==> src/core/nfc_cfg.svh <==
// nand host constants: commands, timing, status bits
// assumes a 250 MHz core clock and one device on the strobed pins
//
// Notes on behaviour
// 90h, 00h: five id bytes
// 90h, 20h: four signature bytes
// ECh streams parameter page
// 70h: status while strobe low
// status mode until 00h
// bits 2-4 zero, 7 protect, 1 previous
// bit 0 program fail
// bit 5 low while array busy
// bit 6 cache ready, pin mirrors
// 78h, three row cycles
// 78h bits 6,5 device, 1,0 plane
// no 78h in otp mode
// after 78h wait bit6, 00h
// unique id plus complement, repeated
// pages ascending, no bit twice
// four partial programs per page
// 80h, five addresses, data, 10h
// while busy only 70h or FFh
// 85h changes column before confirm
// 15h busy until cache free
// cache program waits previous
// 05h, two columns, E0h
`ifndef NFC_CFG_SVH
`define NFC_CFG_SVH

`define NFC_CMD_ID      8'h90
`define NFC_CMD_PARAM   8'hEC
`define NFC_CMD_UID     8'hED
`define NFC_CMD_STAT    8'h70
`define NFC_CMD_STATE   8'h78
`define NFC_CMD_RDMODE  8'h00
`define NFC_CMD_COLRD   8'h05
`define NFC_CMD_COLEND  8'hE0
`define NFC_CMD_PROG    8'h80
`define NFC_CMD_RNDIN   8'h85
`define NFC_CMD_CNF     8'h10
`define NFC_CMD_CACHE   8'h15

`define NFC_CLK_MHZ     250
`define NFC_T_STROBE_NS 25
`define NFC_T_WHR_NS    80
`define NFC_T_WB_NS     100
`define NFC_STROBE_CYC  ((`NFC_T_STROBE_NS * `NFC_CLK_MHZ + 999) / 1000)
`define NFC_WHR_CYC     ((`NFC_T_WHR_NS * `NFC_CLK_MHZ + 999) / 1000)
`define NFC_WB_CYC      ((`NFC_T_WB_NS * `NFC_CLK_MHZ + 999) / 1000)

`define NFC_SR_CACHE_RDY 6
`define NFC_PAGE_BITS   6
`define NFC_PART_MAX    3'h4

`endif

==> src/core/nfc_pkg.sv <==
// types shared by the nand host controller and its user
// types use fixed widths and need nothing from the constants header
package nfc_pkg;

   typedef enum logic [2:0] {
      OP_ID, OP_PARAM, OP_UID, OP_STAT, OP_STATE, OP_RDMODE, OP_COLRD, OP_PROG
   } nfc_op_e;

   typedef enum logic [1:0] {CNF_NONE, CNF_PAGE, CNF_CACHE} nfc_cnf_e;

   // gray along the usual path
   typedef enum logic [3:0] {
      S_IDLE = 4'h0, S_CMD = 4'h1, S_ADR = 4'h3, S_WR = 4'h2, S_CNF = 4'h6,
      S_BUSY = 4'h7, S_STC = 4'h5, S_RD = 4'h4, S_TAIL = 4'hC, S_DONE = 4'hD
   } nfc_state_e;

   typedef struct packed {
      nfc_op_e     op;
      logic        newPage;
      nfc_cnf_e    cnf;
      logic        resume;
      logic [15:0] col;
      logic [23:0] row;
      logic [15:0] count;
   } nfc_cmd_s;

   typedef struct packed {
      logic       ceN;
      logic       cle;
      logic       ale;
      logic       weN;
      logic       reN;
      logic       dqOeN;
      logic [7:0] dq;
   } nfc_pins_s;

   typedef struct packed {
      logic [7:0] status;
      logic       err;
   } nfc_done_s;

endpackage : nfc_pkg

==> src/core/nfc_ctrl.sv <==
// nand flash host controller on strobed pins
// assumes pin inputs are asynchronous and the user side shares core_clk
`timescale 1ns/1ps
`default_nettype none
`include "nfc_cfg.svh"
module nfc_ctrl #(
   parameter int FIFO_DEPTH = 16
) (
   // clock and reset
   input  wire logic               core_clk,
   input  wire logic               rst,
   // user command port
   input  wire logic               cmdValid,
   output logic                    cmdReady,
   input  wire nfc_pkg::nfc_cmd_s  cmd,
   input  wire logic               otpMode,
   // program data stream
   input  wire logic [7:0]         wrData,
   input  wire logic               wrValid,
   output logic                    wrReady,
   // read data stream
   output logic [7:0]              rdData,
   output logic                    rdValid,
   // completion
   output logic                    doneValid,
   output var nfc_pkg::nfc_done_s  done,
   // device pins
   output var nfc_pkg::nfc_pins_s  pins,
   input  wire logic [7:0]         dqIn,
   input  wire logic               rbN
);
   import nfc_pkg::*;

   localparam logic [7:0] STB = 8'(`NFC_STROBE_CYC - 1);
   localparam logic [7:0] WHR = 8'(`NFC_WHR_CYC);
   localparam logic [7:0] WB  = 8'(`NFC_WB_CYC);
   localparam int         PB  = `NFC_PAGE_BITS;

   if (FIFO_DEPTH < 2) begin : g_chk
      $error("fifo depth below two");
   end

   ////////////////////////////////////////////////////////////////////////////
   // program data fifo
   logic [7:0] fifoData;
   logic       fifoValid, fifoPop;

   nfc_fifo #(.DW(8), .DEPTH(FIFO_DEPTH)) u_fifo (
      .core_clk (core_clk),
      .rst      (rst),
      .inData   (wrData),
      .inValid  (wrValid),
      .inReady  (wrReady),
      .outData  (fifoData),
      .outValid (fifoValid),
      .outReady (fifoPop)
   );

   ////////////////////////////////////////////////////////////////////////////
   // strobe rate divider and pin synchronisers
   logic [7:0] div_r, div_nxt;
   logic [8:0] s1_r, s1_nxt, s2_r, s2_nxt, s3_r, s3_nxt;
   logic       rbRdy_r, rbRdy_nxt, tick, dqStable;

   assign tick     = div_r == 8'h00;
   assign dqStable = s2_r[7:0] == s3_r[7:0];

   // ready only counts once stages two and three agree
   always_comb begin
      div_nxt   = tick ? STB : div_r - 8'h01;
      s1_nxt    = {rbN, dqIn};
      s2_nxt    = s1_r;
      s3_nxt    = s2_r;
      rbRdy_nxt = (s2_r[8] == s3_r[8]) ? s3_r[8] : rbRdy_r;
   end

   always_ff @(posedge core_clk) begin
      if (rst) begin
         div_r   <= 8'h00;
         s1_r    <= 9'h000;
         s2_r    <= 9'h000;
         s3_r    <= 9'h000;
         rbRdy_r <= 1'b0;
      end else begin
         div_r   <= div_nxt;
         s1_r    <= s1_nxt;
         s2_r    <= s2_nxt;
         s3_r    <= s3_nxt;
         rbRdy_r <= rbRdy_nxt;
      end
   end

   ////////////////////////////////////////////////////////////////////////////
   // sequencer
   nfc_state_e  st_r, st_nxt;
   nfc_op_e     op_r, op_nxt;
   nfc_pins_s   pins_r, pins_nxt;
   nfc_done_s   done_r, done_nxt;
   logic [7:0]  c1_r, c1_nxt, c2_r, c2_nxt, wait_r, wait_nxt;
   logic [7:0]  rdData_r, rdData_nxt, busByte;
   logic [39:0] addr_r, addr_nxt;
   logic [2:0]  nAddr_r, nAddr_nxt, part_r, part_nxt;
   logic [15:0] cnt_r, cnt_nxt;
   logic [23:0] lastRow_r, lastRow_nxt;
   logic        hasC2_r, hasC2_nxt, waitB_r, waitB_nxt, statM_r, statM_nxt;
   logic        stcCmd_r, stcCmd_nxt, resume_r, resume_nxt, trk_r, trk_nxt;
   logic        rdValid_r, rdValid_nxt, doneV_r, doneV_nxt, cmdRdy_r;
   logic        busSt, startCyc, endCyc, sameBlk, samePg, refuse;

   // bus cycle: strobe low one tick, high one tick
   always_comb begin
      case (st_r)
         S_CMD, S_ADR, S_CNF, S_TAIL, S_RD: busSt = 1'b1;
         S_WR:    busSt = cnt_r != 16'h0000;
         S_STC:   busSt = stcCmd_r;
         default: busSt = 1'b0;
      endcase
      case (st_r)
         S_CMD:   busByte = c1_r;
         S_ADR:   busByte = addr_r[7:0];
         S_WR:    busByte = fifoData;
         S_CNF:   busByte = c2_r;
         S_STC:   busByte = `NFC_CMD_STAT;
         default: busByte = `NFC_CMD_RDMODE;
      endcase
   end

   // data waits on the fifo; a read sample waits for a settled bus
   assign startCyc = busSt && tick && pins_r.weN && pins_r.reN && (st_r != S_WR || fifoValid);
   assign endCyc   = busSt && tick && (!pins_r.weN || !pins_r.reN)
                     && (st_r != S_RD || dqStable);
   assign fifoPop  = startCyc && st_r == S_WR;

   // order and partial checks on a fresh program, and no 78h in otp mode
   assign sameBlk = trk_r && cmd.row[23:PB] == lastRow_r[23:PB];
   assign samePg  = sameBlk && cmd.row[PB-1:0] == lastRow_r[PB-1:0];
   assign refuse  = (cmd.op == OP_STATE && otpMode)
                 || (cmd.op == OP_PROG && cmd.newPage
                     && ((sameBlk && cmd.row[PB-1:0] < lastRow_r[PB-1:0])
                         || (samePg && part_r == `NFC_PART_MAX)));

   always_comb begin
      st_nxt      = st_r;
      op_nxt      = op_r;
      pins_nxt    = pins_r;
      done_nxt    = done_r;
      c1_nxt      = c1_r;
      c2_nxt      = c2_r;
      wait_nxt    = wait_r;
      rdData_nxt  = rdData_r;
      addr_nxt    = addr_r;
      nAddr_nxt   = nAddr_r;
      part_nxt    = part_r;
      cnt_nxt     = cnt_r;
      lastRow_nxt = lastRow_r;
      hasC2_nxt   = hasC2_r;
      waitB_nxt   = waitB_r;
      statM_nxt   = statM_r;
      stcCmd_nxt  = stcCmd_r;
      resume_nxt  = resume_r;
      trk_nxt     = trk_r;
      rdValid_nxt = 1'b0;
      doneV_nxt   = 1'b0;
      // pin drive: set on the falling strobe, raise next tick
      if (startCyc) begin
         pins_nxt.ceN   = 1'b0;
         pins_nxt.cle   = st_r inside {S_CMD, S_CNF, S_STC, S_TAIL};
         pins_nxt.ale   = st_r == S_ADR;
         pins_nxt.weN   = st_r == S_RD;
         pins_nxt.reN   = st_r != S_RD;
         pins_nxt.dqOeN = st_r == S_RD;
         pins_nxt.dq    = busByte;
      end else if (endCyc) begin
         pins_nxt.weN = 1'b1;
         pins_nxt.reN = 1'b1;
      end else if (!busSt) begin
         pins_nxt.cle   = 1'b0;
         pins_nxt.ale   = 1'b0;
         pins_nxt.dqOeN = 1'b1;
         pins_nxt.ceN   = st_r inside {S_IDLE, S_DONE};
      end
      case (st_r)
         S_IDLE: begin
            if (cmdValid) begin
               op_nxt     = cmd.op;
               cnt_nxt    = cmd.count;
               resume_nxt = cmd.resume;
               addr_nxt   = {cmd.row, cmd.col};
               hasC2_nxt  = 1'b0;
               waitB_nxt  = 1'b0;
               statM_nxt  = 1'b0;
               stcCmd_nxt = 1'b0;
               nAddr_nxt  = 3'h0;
               c2_nxt     = `NFC_CMD_COLEND;
               done_nxt   = '0;
               case (cmd.op)
                  OP_ID: begin
                     c1_nxt    = `NFC_CMD_ID;
                     nAddr_nxt = 3'h1;
                     addr_nxt  = {32'h0, cmd.col[7:0]};
                  end
                  OP_PARAM, OP_UID: begin
                     c1_nxt    = (cmd.op == OP_PARAM) ? `NFC_CMD_PARAM
                                                      : `NFC_CMD_UID;
                     nAddr_nxt = 3'h1;
                     addr_nxt  = '0;
                     waitB_nxt = 1'b1;
                  end
                  OP_STAT: begin
                     c1_nxt    = `NFC_CMD_STAT;
                     statM_nxt = 1'b1;
                  end
                  OP_STATE: begin
                     c1_nxt    = `NFC_CMD_STATE;
                     nAddr_nxt = 3'h3;
                     addr_nxt  = {16'h0000, cmd.row};
                     statM_nxt = 1'b1;
                  end
                  OP_RDMODE: c1_nxt = `NFC_CMD_RDMODE;
                  OP_COLRD: begin
                     c1_nxt    = `NFC_CMD_COLRD;
                     nAddr_nxt = 3'h2;
                     hasC2_nxt = 1'b1;
                  end
                  default: begin
                     c1_nxt     = cmd.newPage ? `NFC_CMD_PROG : `NFC_CMD_RNDIN;
                     nAddr_nxt  = cmd.newPage ? 3'h5 : 3'h2;
                     hasC2_nxt  = cmd.cnf != CNF_NONE;
                     c2_nxt     = (cmd.cnf == CNF_CACHE) ? `NFC_CMD_CACHE
                                                         : `NFC_CMD_CNF;
                     waitB_nxt  = cmd.cnf != CNF_NONE;
                     statM_nxt  = cmd.cnf != CNF_NONE;
                     stcCmd_nxt = cmd.cnf != CNF_NONE;
                  end
               endcase
               if (refuse) begin
                  done_nxt.err = 1'b1;
                  st_nxt       = S_DONE;
               end else begin
                  st_nxt = S_CMD;
                  if (cmd.op == OP_PROG && cmd.newPage) begin
                     trk_nxt     = 1'b1;
                     lastRow_nxt = cmd.row;
                     part_nxt    = samePg ? part_r + 3'h1 : 3'h1;
                  end
               end
            end
         end
         S_CMD: begin
            if (endCyc) begin
               st_nxt   = (nAddr_r != 3'h0) ? S_ADR : S_STC;
               wait_nxt = WHR;
            end
         end
         S_ADR: begin
            if (endCyc) begin
               addr_nxt  = {8'h00, addr_r[39:8]};
               nAddr_nxt = nAddr_r - 3'h1;
               wait_nxt  = WHR;
               if (nAddr_r == 3'h1) begin
                  if (op_r == OP_PROG) st_nxt = S_WR;
                  else if (hasC2_r) st_nxt = S_CNF;
                  else if (waitB_r) st_nxt = S_BUSY;
                  else st_nxt = S_STC;
               end
            end
         end
         S_WR: begin
            // one byte per strobe; an empty fifo stalls the bus
            if (cnt_r == 16'h0000) begin
               st_nxt = hasC2_r ? S_CNF : S_DONE;
            end else if (endCyc) begin
               cnt_nxt = cnt_r - 16'h0001;
            end
         end
         S_CNF: begin
            if (endCyc) begin
               st_nxt   = waitB_r ? S_BUSY : S_STC;
               wait_nxt = waitB_r ? WB : WHR;
            end
         end
         S_BUSY: begin
            // nothing issued while busy
            if (wait_r != 8'h00) begin
               wait_nxt = wait_r - 8'h01;
            end else if (rbRdy_r) begin
               st_nxt   = S_STC;
               wait_nxt = WHR;
            end
         end
         S_STC: begin
            if (stcCmd_r) begin
               if (endCyc) begin
                  stcCmd_nxt = 1'b0;
                  wait_nxt   = WHR;
               end
            end else if (wait_r != 8'h00) begin
               wait_nxt = wait_r - 8'h01;
            end else begin
               st_nxt = (statM_r || cnt_r != 16'h0000) ? S_RD : S_DONE;
            end
         end
         S_RD: begin
            if (endCyc) begin
               if (statM_r) begin
                  done_nxt.status = s3_r[7:0];
                  if (op_r == OP_STATE && !s3_r[`NFC_SR_CACHE_RDY]) begin
                     st_nxt = S_RD;
                  end else if (op_r == OP_STATE && resume_r) begin
                     st_nxt = S_TAIL;
                  end else begin
                     st_nxt = S_DONE;
                  end
               end else begin
                  rdData_nxt  = s3_r[7:0];
                  rdValid_nxt = 1'b1;
                  cnt_nxt     = cnt_r - 16'h0001;
                  if (cnt_r == 16'h0001) st_nxt = S_DONE;
               end
            end
         end
         S_TAIL: begin
            if (endCyc) st_nxt = S_DONE;
         end
         S_DONE: begin
            doneV_nxt = 1'b1;
            st_nxt    = S_IDLE;
         end
         default: st_nxt = S_IDLE;
      endcase
   end

   always_ff @(posedge core_clk) begin
      if (rst) begin
         st_r      <= S_IDLE;
         op_r      <= OP_ID;
         pins_r    <= '{1'b1, 1'b0, 1'b0, 1'b1, 1'b1, 1'b1, 8'h00};
         done_r    <= '0;
         c1_r      <= 8'h00;
         c2_r      <= 8'h00;
         wait_r    <= 8'h00;
         rdData_r  <= 8'h00;
         addr_r    <= '0;
         nAddr_r   <= 3'h0;
         part_r    <= 3'h0;
         cnt_r     <= 16'h0000;
         lastRow_r <= '0;
         hasC2_r   <= 1'b0;
         waitB_r   <= 1'b0;
         statM_r   <= 1'b0;
         stcCmd_r  <= 1'b0;
         resume_r  <= 1'b0;
         trk_r     <= 1'b0;
         rdValid_r <= 1'b0;
         doneV_r   <= 1'b0;
         cmdRdy_r  <= 1'b0;
      end else begin
         st_r      <= st_nxt;
         op_r      <= op_nxt;
         pins_r    <= pins_nxt;
         done_r    <= done_nxt;
         c1_r      <= c1_nxt;
         c2_r      <= c2_nxt;
         wait_r    <= wait_nxt;
         rdData_r  <= rdData_nxt;
         addr_r    <= addr_nxt;
         nAddr_r   <= nAddr_nxt;
         part_r    <= part_nxt;
         cnt_r     <= cnt_nxt;
         lastRow_r <= lastRow_nxt;
         hasC2_r   <= hasC2_nxt;
         waitB_r   <= waitB_nxt;
         statM_r   <= statM_nxt;
         stcCmd_r  <= stcCmd_nxt;
         resume_r  <= resume_nxt;
         trk_r     <= trk_nxt;
         rdValid_r <= rdValid_nxt;
         doneV_r   <= doneV_nxt;
         cmdRdy_r  <= st_nxt == S_IDLE && !(st_r == S_IDLE && cmdValid);
      end
   end

   // all user and pin outputs straight from flops
   assign cmdReady  = cmdRdy_r;
   assign rdData    = rdData_r;
   assign rdValid   = rdValid_r;
   assign doneValid = doneV_r;
   assign done      = done_r;
   assign pins      = pins_r;

endmodule : nfc_ctrl
`default_nettype wire

==> src/core/nfc_fifo.sv <==
// small synchronous fifo for program data
// assumes one clock and a synchronous active high reset
`timescale 1ns/1ps
`default_nettype none
module nfc_fifo #(
   parameter int DW    = 8,
   parameter int DEPTH = 16
) (
   // clock and reset
   input  wire logic          core_clk,
   input  wire logic          rst,
   // fill side
   input  wire logic [DW-1:0] inData,
   input  wire logic          inValid,
   output logic               inReady,
   // drain side
   output logic [DW-1:0]      outData,
   output logic               outValid,
   input  wire logic          outReady
);
   localparam int AW = $clog2(DEPTH);

   // pointer arithmetic wraps, so only powers of two are served
   if (DEPTH < 2 || (DEPTH & (DEPTH - 1)) != 0) begin : g_chk
      $error("depth not a power of two");
   end

   logic [DW-1:0] mem_r [DEPTH];
   logic [AW-1:0] wp_r, wp_nxt, rp_r, rp_nxt;
   logic [AW:0]   cnt_r, cnt_nxt;
   logic          full_r, full_nxt, empty_r, empty_nxt;
   logic          push, pop;

   assign push     = inValid && !full_r;
   assign pop      = outReady && !empty_r;
   assign inReady  = !full_r;
   assign outValid = !empty_r;
   assign outData  = mem_r[rp_r];

   // pointers and flags held in flops so ready is clean
   always_comb begin
      wp_nxt    = push ? wp_r + 1'b1 : wp_r;
      rp_nxt    = pop ? rp_r + 1'b1 : rp_r;
      cnt_nxt   = cnt_r + {{AW{1'b0}}, push} - {{AW{1'b0}}, pop};
      full_nxt  = cnt_nxt == (AW+1)'(DEPTH);
      empty_nxt = cnt_nxt == '0;
   end

   always_ff @(posedge core_clk) begin
      if (rst) begin
         wp_r    <= '0;
         rp_r    <= '0;
         cnt_r   <= '0;
         full_r  <= 1'b0;
         empty_r <= 1'b1;
      end else begin
         wp_r    <= wp_nxt;
         rp_r    <= rp_nxt;
         cnt_r   <= cnt_nxt;
         full_r  <= full_nxt;
         empty_r <= empty_nxt;
      end
   end

   // storage needs no reset, reads are gated by empty
   always_ff @(posedge core_clk) begin
      if (push) begin
         mem_r[wp_r] <= inData;
      end
   end

endmodule : nfc_fifo
`default_nettype wire

==> config.mk <==
export PLATFORM = sky130hd
export DESIGN_NAME = nfc_ctrl
export DESIGN_NICKNAME = d
export VERILOG_FILES = /design/src/core/nfc_pkg.sv /design/src/core/nfc_ctrl.sv /design/src/core/nfc_fifo.sv
export VERILOG_INCLUDE_DIRS = /design/src /design/src/core
export SDC_FILE = /design/constraint.sdc
export NUM_CORES = 1
export LEC_CHECK = 0
export BUFFER_PORTS_ARGS = -buffer_cell sky130_fd_sc_hd__buf_4
export CORE_MARGIN = 2
export CORE_UTILIZATION = 50
export CTS_CLUSTER_DIAMETER = 150
export DETAILED_ROUTE_END_ITERATION = 6
export PLACE_DENSITY = 0.68
export SLEW_MARGIN = 10
export SYNTH_ARGS = -nofsm -noshare
export SYNTH_HDL_FRONTEND = slang
export SYNTH_SLANG_ARGS = --single-unit
==> constraint.sdc <==
create_clock -name core_clk -period 5.2 [get_ports core_clk]
set_clock_uncertainty 0.05 [all_clocks]
set_input_delay 0.52 -clock core_clk [delete_from_list [all_inputs] [get_ports core_clk]]
set_output_delay 0.52 -clock core_clk [all_outputs]
set_load 0.05 [all_outputs]
Word level (Yosys, flattened, before mapping)
Memories as Yosys holds them, arrays and structs flattened. A register that Yosys moved wholly into a read port is not among the register bits.
Index checks and enable logic that the tools add are counted.
W data, S select, Z words.
{"block": "word_totals", "regBits": 208, "latchBits": 0, "ram_bits": 128, "romBits": 0, "input_bits": 85, "output_inout_bits": 35, "wordCells": 248, "memories": 1}
{"block": "op_classes", "add_sub_neg": 9, "multipliers": 0, "div_mod_pow": 0, "order_cmp": 1, "n_eq_ne": 41, "shift": 0, "mux": 81, "n_bitwise": 4, "reduce_logical": 71}
{"memory": "u_fifo.mem_r", "depth": 16, "word_bits": 8, "rd": 1, "rd_ports_with_merged_regs": 1, "wr": 1, "line_no": "nfc_fifo.sv:28", "source": "logic [DW-1:0] mem_r [DEPTH];"}
{"cell": "$pmux W40 S3", "count": 1}
{"cell": "$mux W4", "count": 21}
{"cell": "$mux W16", "count": 5}
{"cell": "$mux W40", "count": 2}
{"cell": "$pmux W40 S2", "count": 1}
{"cell": "$mux W8", "count": 9}
{"cell": "$pmux W16 S3", "count": 1}
{"cell": "$pmux W8 S6", "count": 1}
{"cell": "$pmux W8 S5", "count": 1}
{"cell": "$pmux W4 S9", "count": 1}
{"cell": "$mux W3", "count": 11}
{"cell": "$pmux W8 S4", "count": 1}
{"cell": "$eq A3 B3 Y1 const B", "count": 7}
{"cell": "$logic_and A1 B1 Y1", "count": 20}
{"cell": "$eq A18 B18 Y1", "count": 1}
{"cell": "$ne A2 B2 Y1 const B", "count": 9}
{"cell": "$eq A16 B1 Y1 const B", "count": 1}
{"cell": "$eq A4 B3 Y1 const B", "count": 4}
{"cell": "$logic_not A16 Y1", "count": 1}
{"cell": "$pmux W8 S2", "count": 1}
{"cell": "$reduce_bool A16 Y1", "count": 1}
{"cell": "$sub A16 B1 Y16 const B", "count": 1}
{"cell": "$sub A8 B1 Y8 const B", "count": 2}
{"cell": "$reduce_or A5 Y1", "count": 3}
{"cell": "other kinds (48)", "count": 101}

Longest topological paths before layout
Gate-level depths: netlist (run 1).
{"block": "logic_depth", "ltp_word": 12, "depth_mapped": 18, "mapped_depth_nobuf": 17}

Cells and area by module
From an unflattened synthesis (run 1), not the netlist that was laid out.
{"block": "unflattened", "cells_unflattened": 1396, "hier_area_um2": 14840.5}
{"mod": "nfc_ctrl", "instances": 1, "cells_per_inst": 1083, "area_per_inst_um2": 9016.1, "seq_area_each_um2": 3723.6}
{"mod": "nfc_fifo", "instances": 1, "cells_per_inst": 313, "area_per_inst_um2": 5824.3, "seq_area_each_um2": 4224.1}

Least setup slack after synthesis (run 1)
OpenSTA, ideal clock, no wires.
{"block": "synth_timing", "path_kind": "reg2reg", "startpoint": "register cnt_r[8]", "endpoint": "register u_fifo.empty_r", "setup_time_ns": 0.112, "arrival_ns": 3.441, "required_time_ns": 5.038, "setup_slack_ns": 1.597, "stages_incl_launch_ff": 19, "path_buffers": 1, "synth_period_minus_slack_ns": 3.603, "cell_sequence": "dfxtp_1 or4_1 buf_2 nor4_4 a31oi_1 o211ai_2 nor2_1 ha_1 inv_1 ha_1 inv_1 fa_1 inv_1 a21o_1 a21oi_1 xnor2_1 nand2_1 inv_1 nor2_1"}
{"block": "synth_between", "elab_chain_cells": 10}
{"item": "from (decl)", "line_no": "nfc_ctrl.sv:103", "source": "logic [15:0] cnt_r, cnt_nxt;"}
{"item": "from (signal assigned)", "line_no": "nfc_ctrl.sv:369", "source": "cnt_r <= cnt_nxt;"}
{"item": "$reduce_bool A16 Y1", "line_no": "nfc_ctrl.sv:114", "source": "S_WR: busSt = cnt_r != 16'h0000;"}
{"item": "$pmux W1 S3", "line_no": "nfc_ctrl.sv:112", "source": "case (st_r)"}
{"item": "$logic_and A1 B1 Y1 (4 in a row)", "line_no": "nfc_ctrl.sv:129", "source": "assign startCyc = busSt && tick && pins_r.weN && pins_r.reN && (st_r != S_WR || fifoValid);"}
{"item": "$logic_and A1 B1 Y1", "line_no": "nfc_ctrl.sv:132", "source": "assign fifoPop = startCyc && st_r == S_WR;"}
{"item": "$logic_and A1 B1 Y1", "line_no": "nfc_fifo.sv:35", "source": "assign pop = outReady && !empty_r;"}
{"item": "net u_fifo.pop", "line_no": "nfc_fifo.sv:32", "source": "logic push, pop;"}
{"item": "$sub A5 B1 Y5", "line_no": "nfc_fifo.sv:44", "source": "cnt_nxt = cnt_r + {{AW{1'b0}}, push} - {{AW{1'b0}}, pop};"}
{"item": "$logic_not A5 Y1", "line_no": "nfc_fifo.sv:46", "source": "empty_nxt = cnt_nxt == '0;"}
{"item": "to (signal assigned)", "line_no": "nfc_fifo.sv:61", "source": "empty_r <= empty_nxt;"}
{"item": "to (decl)", "line_no": "nfc_fifo.sv:31", "source": "logic full_r, full_nxt, empty_r, empty_nxt;"}
The timed path passes the listed nets, and every way through them passes these cells.
A chain may end at the register's enable or synchronous reset.

Worst setup path after layout (run 1)
Ends and elaborated chain as after synthesis.

==> results of run 1 <==
-- sequential cells by signal, summed over array words and instances, names as in the netlist, 9 cells and up, named ones only --
| register | flops |
|---|---|
| addr_r | 40 |
| cnt_r | 16 |
| done | 9 |
| lastRow_r | 24 |
| pins | 14 |
| s1_r | 9 |
| s2_r | 9 |
| s3_r | 9 |
| u_fifo.mem_r | 128 |
-- worst max-delay path by stage --
stage / startpoint / endpoint / slack [ns]
3_3_place_gp: cnt_r[8] / u_fifo.empty_r / 1.16
6_report: cnt_r[8] / u_fifo.empty_r / 1.06
4_1_cts: cnt_r[8] / u_fifo.empty_r / 1.04
5_1_grt: cnt_r[8] / u_fifo.empty_r / 0.65
3_5_place_dp: cnt_r[8] / u_fifo.empty_r / 1.06
2_1_floorplan: cnt_r[8] / u_fifo.empty_r / 1.60
-- area by class of cell --
class / instances / area, µm²
Clock inverter: 6 / 77.6
Inverter: 39 / 146
Fill cell: 2462 / 11800
Clock buffer: 59 / 1090
Tap cell: 384 / 480
Multi-Input combinational cell: 944 / 6280
Timing Repair Buffer: 139 / 1050
Sequential cell: 333 / 7950
-- routing by layer --
metal | wire length (µm) | vias up | part of all wire
met1 | 15800 | 5392 | 0.43
li1 | - | 5311 | -
met5 | 0 | - | 0
met4 | 1060 | 0 | 0.029
met2 | 17600 | 343 | 0.48
met3 | 2090 | 68 | 0.057
-- power groups by stage --
stage / Combinational, µW / Clock [µW] / Sequential, µW
after CTS: 905 / 2530 / 2970
after global routing: 1000 / 2640 / 2980
after detailed placement: 900 / 0 / 3020
after global placement: 880 / 0 / 3020
final: 904 / 2490 / 2970
after floorplan: 625 / 0 / 3010
-- through the flow --
stage | area (µm²) | std cells | hold slack, ns | util
floorplan | 14700 | 1402 | 0.364 | -
global placement | 15900 | 1839 | 0.378 | 0.551
detailed placement | 15900 | 1839 | 0.377 | 0.551
CTS | 17100 | 1904 | 0.140 | 0.592
global route | 17100 | 1904 | 0.148 | 0.592
finish | 17100 | 1904 | 0.149 | 0.592
-- cells by family after synthesis --
group	Yosys count	synth area share
and+or+nand+nor	515	0.169
AOI/OAI and AO/OA	287	0.128
buffers and inverters	125	0.0340
DFF	333	0.540
xor gates and xnor gates	47	0.0280
adders and majority gates	28	0.0243
muxes	67	0.0771
-- synthesized netlist by cell type, drive strengths merged, types with 2 or more instances --
| cell type | number |
|---|---|
| a211o | 4 |
| a211oi | 14 |
| a21boi | 4 |
| a21o | 10 |
| a21oi | 111 |
| a221oi | 32 |
| a222oi | 4 |
| a22oi | 5 |
| a311oi | 2 |
| a31oi | 8 |
| and2 | 4 |
| and3 | 16 |
| buf | 22 |
| clkbuf | 64 |
| dfxtp | 205 |
| edfxtp | 128 |
| ha | 27 |
| inv | 39 |
| mux2i | 30 |
| mux4 | 37 |
| nand2 | 105 |
| nand2b | 8 |
| nand3 | 41 |
| nand3b | 2 |
| nand4 | 12 |
| nand4b | 3 |
| nor2 | 174 |
| nor2b | 34 |
| nor3 | 79 |
| nor3b | 4 |
| nor4 | 15 |
| nor4b | 2 |
| o211ai | 12 |
| o21a | 3 |
| o21ai | 52 |
| o22ai | 7 |
| o311ai | 4 |
| o32ai | 4 |
| or2 | 2 |
| or3 | 5 |
| or4 | 3 |
| xnor2 | 28 |
| xor2 | 19 |
-- worst max-delay path: stages, from the launching register on --
cell and delay [ns]:
dfxtp_1 0.36, or4_1 0.68, nor4_4 0.41, a31oi_1 0.25, o211ai_2 0.46, nor2_1 0.16
ha_1 0.33, inv_1 0.06, ha_1 0.15, inv_1 0.06, fa_1 0.42, xnor2_1 0.15
nor4b_1 0.33, nor2_1 0.07, nor2_1 0.13
==> flow_metrics.tcl, run 1 <==
set metrics [dict create \
    hp-start "rbN" \
    area_growth_syn_to_layout_pct 16.1 \
    cts.path.max_buffers 3 \
    antenna_violations_before_repair 0 \
    detailedRoute.firstPassIterationCount 5 \
    yosys_warnings 0 \
    numPortBuffers 119 \
    synth-edff-count 128 \
    timing.critical_path.from_type "register" \
    net_sw_frac 0.265 \
    clock_insertion_delay_worst_skew_ns 0.55 \
    max_freq_ghz 0.241 \
    synth.ff_latch_count 333 \
    antenna_cells 0 \
    power.share.combinational 0.142 \
    floorplan.initialDensity 0.510 \
    synth_largest_area_cell "dfxtp_1" \
    die_area_um2 30800 \
    cts_tree "built" \
    worst-endpoint-required_ns 5.60 \
    reg2reg_to "u_fifo.empty_r" \
    worst_slew_margin_rel 0.186 \
    hold_viol 0 \
    total_power_uw 6360 \
    report.final.setup_viol 0 \
    globalRouteMet1Util 0.317 \
    post_cts_sizing_count 0 \
    place.gp.congestion 0.863 \
    first_global_vias 10751 \
    power_leakage_uw 0.00629 \
    synth_top_cells_by_area "dfxtp_1 (28%), edfxtp_1 (26%), mux4_2 (5.7%), nor2_1 (4.4%), a21oi_1 (3.8%)" \
    dr_total_vias 11114 \
    cell_internal_pwr_uw 4670 \
    final_critical_path_setup_slack_ns 1.06 \
    cts_buffers 37 \
    cts.sink_count 333 \
    path_max_fanout 9 \
    dp_hpwl_mm 24.2 \
    pin_count_of_the_biggest_net_entering_global_routing 102 \
    worst_vdd_ir_uv 337 \
    share_clk_of_total_power 0.392 \
    grt_overflow 0 \
    boundaryPins 120 \
    commonest_cells_after_routing_fill_and_taps_aside "dfxtp_1 (203), nor2_1 (172), buf_4 (138), edfxtp_1 (128), a21oi_1 (110)" \
    worstHoldEndpoint "s1_r[8]" \
    grt_util_met2 0.398 \
    layout-drive-gt1-share 0.165 \
    async_flop_share 0 \
    critical_path_arrival_ns 4.54 \
    clk_root_buffer_cell "clkbuf_16" \
    layout.cells.most_common "dfxtp_1" \
    final.period_utilization 0.797 \
    grt_usage 0.237 \
    cts.reportedPaths.clkPinSlew_ns 0.06 \
    finalSetupTns_ns 0 \
    yosysSeqAreaShare 0.540 \
    power_switching_uw 1690 \
    cp-end-kind "register" \
    syn-cell-area_um2 14700 \
    timing.setup.critical_path_class "register to register" \
    globalRouteMet3Util 0.0333 \
    drv_slew 0 \
    postCtsHoldBufs 0 \
    die_x_um 176 \
    max_cap_violations 0 \
    dieHeight_um 176 \
    synthDistinctLibCells 75 \
    tightestPinTransition_ns 1.22 \
    power.sequential.fraction 0.466 \
    status "finished clean" \
    drcViolationCount 0 \
    internal_reg_to_reg_setup_slack_ns 1.06 \
    synthesis.nets 1515 \
    num-nets-final 1607 \
    synth_largest_type_area_fraction 0.279 \
    wirelength_mm 36.5 \
    holdPathStages 2 \
    cts_post_setup_buffers_inserted 0 \
    dominantRegCellSynth "dfxtp_1" \
    worst_hold_path_type "input pin to register" \
    antenna_violating_nets_left 0 \
    detail_route.wl_per_cell_um 19.2 \
    post_synth_inst_count 1402 \
    period_needed_ns 4.14 \
    r2r.worst_path.cells 14 \
    worst_setup_timing_slack_at_the_placement_stage_ns 1.06 \
    rr_startpoint "cnt_r[8]" \
    syn_area_per_cell_um2 10.5 \
    power-per-cell-area_nw_per_um2 373 \
    grt.busiest_layer "met2" \
    routed_via_density 5.84 \
    htree_num_levels 2 \
    core.rowCount 62 \
    dr.first_iter.drc_count 1086 \
    rsz0062_at_grt "false" \
    grt_pass1_wl_mm 58.0 \
    design.core.area_um2 28900 \
]
Power figures use the tool's default switching activity.
==> inputs of run 2 (changes only) <==
--- a/config.mk
+++ b/config.mk
@@ -11,7 +11,7 @@
 export CORE_UTILIZATION = 50
 export CTS_CLUSTER_DIAMETER = 150
 export DETAILED_ROUTE_END_ITERATION = 6
-export PLACE_DENSITY = 0.68
+export PLACE_DENSITY = 0.71
 export SLEW_MARGIN = 10
 export SYNTH_ARGS = -nofsm -noshare
 export SYNTH_HDL_FRONTEND = slang
==> constraint.sdc (replaced) <==
create_clock -name core_clk -period 3.8 [get_ports core_clk]
set_clock_uncertainty 0.05 [all_clocks]
set_input_delay 0.38 -clock core_clk [delete_from_list [all_inputs] [get_ports core_clk]]
set_output_delay 0.38 -clock core_clk [all_outputs]
set_load 0.05 [all_outputs]
==> run 2 against run 1 <==
- die area unchanged
- register-to-register slack got worse by 0.75 ns
- first-iteration DRC count increased by 9.5%
- non-clock buffer count increased by 13
- sequential power increased by 37%
- final area increased by 1.3%
- final cell count increased by 0.63%
- critical path depth increased by 3
- via count increased by 1.8%
- total power increased by 43%
- critical path type unchanged
==> flow_metrics.tcl, run 2 (synthesis results as in run 1) <==
set metrics [dict create \
    cts.reportedPaths.clkPinSlew_ns 0.06 \
    layout.cells.most_common "dfxtp_1" \
    clk_root_buffer_cell "clkbuf_16" \
    worst-endpoint-required_ns 4.16 \
    rsz0062_at_grt "false" \
    tightestPinTransition_ns 0.999 \
    critical_path_arrival_ns 3.85 \
    dr.first_iter.drc_count 1189 \
    detail_route.wl_per_cell_um 19.4 \
    worst_setup_timing_slack_at_the_placement_stage_ns 0.245 \
    pin_count_of_the_biggest_net_entering_global_routing 115 \
    cts_tree "built" \
    cts.sink_count 333 \
    register_with_the_highest_flop_count "u_fifo.mem_r" \
    place.gp.congestion 0.877 \
    critical_path.cell_chain "or4_4 > nor4_4 > a31oi_1 > o211ai_2 > nor2_1 > ha_1 > inv_1 > ha_1 > inv_1 > fa_1 > inv_1 > a21o_1 > a21oi_1 > xnor2_1 > nand2_1 > inv_1 > nor2_1" \
    power_leakage_uw 0.00640 \
    design.core.area_um2 28900 \
    timing.setup.critical_path_class "register to register" \
    antenna_violations_before_repair 1 \
    first_global_vias 10941 \
    numPortBuffers 119 \
    dr_total_vias 11313 \
    dp_hpwl_mm 24.9 \
    period_needed_ns 3.49 \
    dieHeight_um 176 \
    boundaryPins 120 \
    worst_vdd_ir_uv 573 \
    antenna_violating_nets_left 0 \
    dr_wl_met2_mm 18.1 \
    drcViolationCount 0 \
    worst_hold_path_type "input pin to register" \
    path_max_fanout 7 \
    die_area_um2 30800 \
    cts_buffers 36 \
    max_freq_ghz 0.286 \
    route.top_layer_used "met5" \
    cts.path.max_buffers 3 \
    area_growth_syn_to_layout_pct 17.6 \
    finalSetupTns_ns 0 \
    antenna_cells 0 \
    drv_slew 0 \
    core.rowCount 62 \
    num-nets-final 1619 \
    largest_register_ff_count 128 \
    drt-met1-wl_mm 15.6 \
    commonest_cells_after_routing_fill_and_taps_aside "dfxtp_1 (203), nor2_1 (172), buf_4 (151), edfxtp_1 (128), a21oi_1 (110)" \
    cts_post_setup_buffers_inserted 0 \
    worst_slew_margin_rel 0.327 \
    final.period_utilization 0.919 \
    non_filler_instance_count_after_layout 1916 \
    cp_slowest_stage_delay_ns 0.61 \
    grt_pass1_wl_mm 59.3 \
    grt_overflow 0 \
    die_x_um 176 \
    met3_wirelength_mm 2.49 \
    power-per-cell-area_nw_per_um2 525 \
    floorplan.initialDensity 0.510 \
    status "finished clean" \
    cp-end-kind "register" \
    detailedRoute.firstPassIterationCount 5 \
    max_cap_violations 0 \
    largestRegisters "u_fifo.mem_r x128, addr_r x40, lastRow_r x24" \
    layout-drive-gt1-share 0.179 \
    final_critical_path_setup_slack_ns 0.306 \
    htree_num_levels 2 \
    report.final.setup_viol 0 \
    clock_insertion_delay_worst_skew_ns 0.53 \
    hold_viol 0 \
    timing.critical_path.from_type "register" \
    wirelength_mm 37.2 \
    placed_cells 1852 \
    cp_num_buf_inv 4 \
    routed_via_density 5.90 \
    crit_path_top_cell_by_count "inv_1" \
    grt_usage 0.243 \
    critPathSlowestCell "or4_4" \
    crit_family "simple AND/OR/NAND/NOR gates" \
]
-- run 2: cell count changes in the layout (fill, tap and decap cells not counted), moves of 6 or more --
cell and change:
clkbuf_1 -10, clkbuf_8 -6, bufinv_16 +7, clkinvlp_4 +6
buf_4 +13
-- run 2: layout make-up --
class | count | area [µm²]
inverter | 39 | 146
multi-input combinational | 944 | 6290
clock buffer | 41 | 940
fill | 2409 | 11600
sequential | 333 | 7950
clock inverter | 23 | 340
tap | 384 | 480
timing repair buffer | 152 | 1140
-- run 2: power breakdown --
group          internal (µW)  total, µW  switching (µW)
Combinational            521       1280             757
Sequential              3920       4060             142
Clock                   2280       3730            1460
-- run 2: what timing repair did --
action                                  4_1_cts  5_1_grt
hold buffers                                  0        0
resized for setup                             0        3
endpoints found under the setup margin        0        2
-- run 2: final timing paths --
check,startpoint,end,slack (ns),cells past startpoint
min,dqIn[3],s1_r[3],0.02,2
max reg2reg,cnt_r[8],u_fifo.empty_r,0.31,17
min reg2reg,s1_r[1],s2_r[1],0.39,1
max,cnt_r[8],u_fifo.empty_r,0.31,17
-- run 2: stage by stage --
stage | power (µW) | util | hold slack (ns) | instance area, µm²
CTS | 9120 | 0.599 | 0.0115 | 17300
detailed placement | 5390 | 0.554 | 0.375 | 16000
floorplan | 4970 | - | 0.364 | 14700
global placement | 5350 | 0.554 | 0.374 | 16000
finish | 9070 | 0.599 | 0.0242 | 17300
global route | 9450 | 0.599 | 0.0228 | 17300
-- run 2: per-layer routing --
layer  GRT usage  vias to the layer above
li1            -                     5333
met1       0.318                     5490
met2       0.415                      416
met3      0.0411                       72
met4      0.0764                        2
met5           0                        -
==> inputs of run 3 (changes only) <==
--- a/config.mk
+++ b/config.mk
@@ -8,10 +8,10 @@
 export LEC_CHECK = 0
 export BUFFER_PORTS_ARGS = -buffer_cell sky130_fd_sc_hd__buf_4
 export CORE_MARGIN = 2
-export CORE_UTILIZATION = 50
+export CORE_UTILIZATION = 53
 export CTS_CLUSTER_DIAMETER = 150
 export DETAILED_ROUTE_END_ITERATION = 6
-export PLACE_DENSITY = 0.71
+export PLACE_DENSITY = 0.75
 export SLEW_MARGIN = 10
 export SYNTH_ARGS = -nofsm -noshare
 export SYNTH_HDL_FRONTEND = slang
==> run 3 against run 2 <==
- final area fell by 0.62%
- utilization increased by 3.5 points
- largest power group unchanged
- critical endpoint unchanged
- total power decreased by 4.3%
- highest routed layer is now met4
==> flow_metrics.tcl, run 3 (synthesis results as in run 1) <==
set metrics [dict create \
    crit_family "simple AND/OR/NAND/NOR gates" \
    worst_hold_path_type "input pin to register" \
    cp_slowest_stage_delay_ns 0.61 \
    dieHeight_um 171 \
    net_sw_frac 0.267 \
    largest_register_ff_count 128 \
    status "finished clean" \
    final.period_utilization 0.917 \
    postCtsHoldBufs 0 \
    cell_internal_pwr_uw 6370 \
    power_switching_uw 2310 \
    period_needed_ns 3.49 \
    layout-drive-gt1-share 0.179 \
    cts.path.max_buffers 3 \
    timing.critical_path.from_type "register" \
    dr.first_iter.drc_count 1192 \
    grt_pass1_wl_mm 57.8 \
    die_area_um2 29100 \
    core.rowCount 60 \
    detail_route.wl_per_cell_um 19.2 \
    first_global_vias 11112 \
    area_growth_syn_to_layout_pct 16.8 \
    layout.cells.most_common "dfxtp_1" \
    clk_root_buffer_cell "clkbuf_16" \
    largestRegisters "u_fifo.mem_r x128, addr_r x40, lastRow_r x24" \
    cp-end-kind "register" \
    grt_usage 0.253 \
    commonest_cells_after_routing_fill_and_taps_aside "dfxtp_1 (204), nor2_1 (171), buf_4 (156), edfxtp_1 (128), a21oi_1 (110)" \
    critical_path.cell_chain "or4_4 > nor4_4 > a31oi_4 > o211ai_2 > nor2_2 > ha_1 > inv_1 > ha_1 > inv_1 > fa_1 > inv_1 > a21o_1 > a21oi_1 > xnor2_1 > nand2_1 > inv_1 > nor2_1" \
    tightestPinTransition_ns 1.01 \
    share_clk_of_total_power 0.383 \
    cts_buffers 35 \
    power.sequential.fraction 0.467 \
    timing.setup.critical_path_class "register to register" \
    max_cap_violations 0 \
    non_filler_instance_count_after_layout 1907 \
    floorplan.initialDensity 0.543 \
    cts.reportedPaths.clkPinSlew_ns 0.06 \
    layout.cell_area.non_filler_um2 17200 \
    cts_tree "built" \
    power_leakage_uw 0.00636 \
    antenna_violating_nets_left 0 \
    antenna_cells 0 \
    register_with_the_highest_flop_count "u_fifo.mem_r" \
    drv_slew 0 \
    rsz0062_at_grt "false" \
    report.final.setup_viol 0 \
    placed_cells 1845 \
    detailedRoute.firstPassIterationCount 7 \
    dp_hpwl_mm 24.6 \
    worst-endpoint-required_ns 4.18 \
    antenna_violations_before_repair 0 \
    crit_path_top_cell_by_count "inv_1" \
    boundaryPins 120 \
    cts_post_setup_buffers_inserted 0 \
    worst_slew_margin_rel 0.327 \
    holdPathStages 2 \
    die_x_um 171 \
    power.share.combinational 0.149 \
    num-nets-final 1623 \
    htree_num_levels 2 \
    hold_viol 0 \
    grt_overflow 0 \
    worst_vdd_ir_uv 401 \
    dpl_cell_area_um2 16000 \
    critical_path_arrival_ns 3.86 \
    cts.sink_count 333 \
    r2r.worst_path.cells 17 \
    wirelength_mm 36.5 \
    clock_insertion_delay_worst_skew_ns 0.53 \
    dr_total_vias 11337 \
    path_max_fanout 7 \
    power-per-cell-area_nw_per_um2 505 \
    post_cts_sizing_count 0 \
    cp_num_buf_inv 4 \
    design.core.area_um2 27100 \
    max_freq_ghz 0.287 \
    drcViolationCount 0 \
    critPathSlowestCell "or4_4" \
    routed_via_density 5.94 \
    numPortBuffers 119 \
    worstSetupPathDepth 17 \
    place.gp.congestion 0.881 \
    finalSetupTns_ns 0 \
    pin_count_of_the_biggest_net_entering_global_routing 88 \
]
[run 3: path summary, 6_finish.rpt]
kind            start              to  slack [ns]
max reg2reg  cnt_r[8]  u_fifo.empty_r        0.31
min               rbN         s1_r[8]        0.03
min reg2reg   s1_r[0]         s2_r[0]        0.39
max          cnt_r[8]  u_fifo.empty_r        0.31
[run 3: layout make-up]
class                   instances  area (µm²)
well taps                     372         465
repair buffers                157        1180
clock inverters                19         185
multi-input cells             944        6310
fillers                      2132        9920
flip-flops and latches        333        7950
inverters                      39         146
clock buffers                  43         946
[run 3: stage by stage]
stage                util  hold slack, ns  worst slack (ns)  power (µW)
detailed placement  0.591           0.379             0.275        5390
global route        0.634          0.0295           0.00156        9030
CTS                 0.633          0.0160             0.193        8710
global placement    0.591           0.378             0.331        5350
floorplan               -           0.364             0.197        4970
finish              0.634          0.0255             0.314        8680
[run 3: power groups by stage]
stage / sequential (µW) / combinational [µW] / clock, µW
final: 4060 / 1300 / 3330
after global routing: 4080 / 1430 / 3520
after CTS: 4060 / 1270 / 3380
after detailed placement: 4130 / 1260 / 0
after global placement: 4120 / 1230 / 0
after floorplan: 4120 / 856 / 0
[run 3: per-layer routing]
layer,track usage,wire length [µm],vias to the layer above
met5,0,0,-
met4,0.0940,1240,0
met3,0.0328,1990,98
met2,0.442,18000,412
met1,0.323,15300,5494
li1,-,-,5333
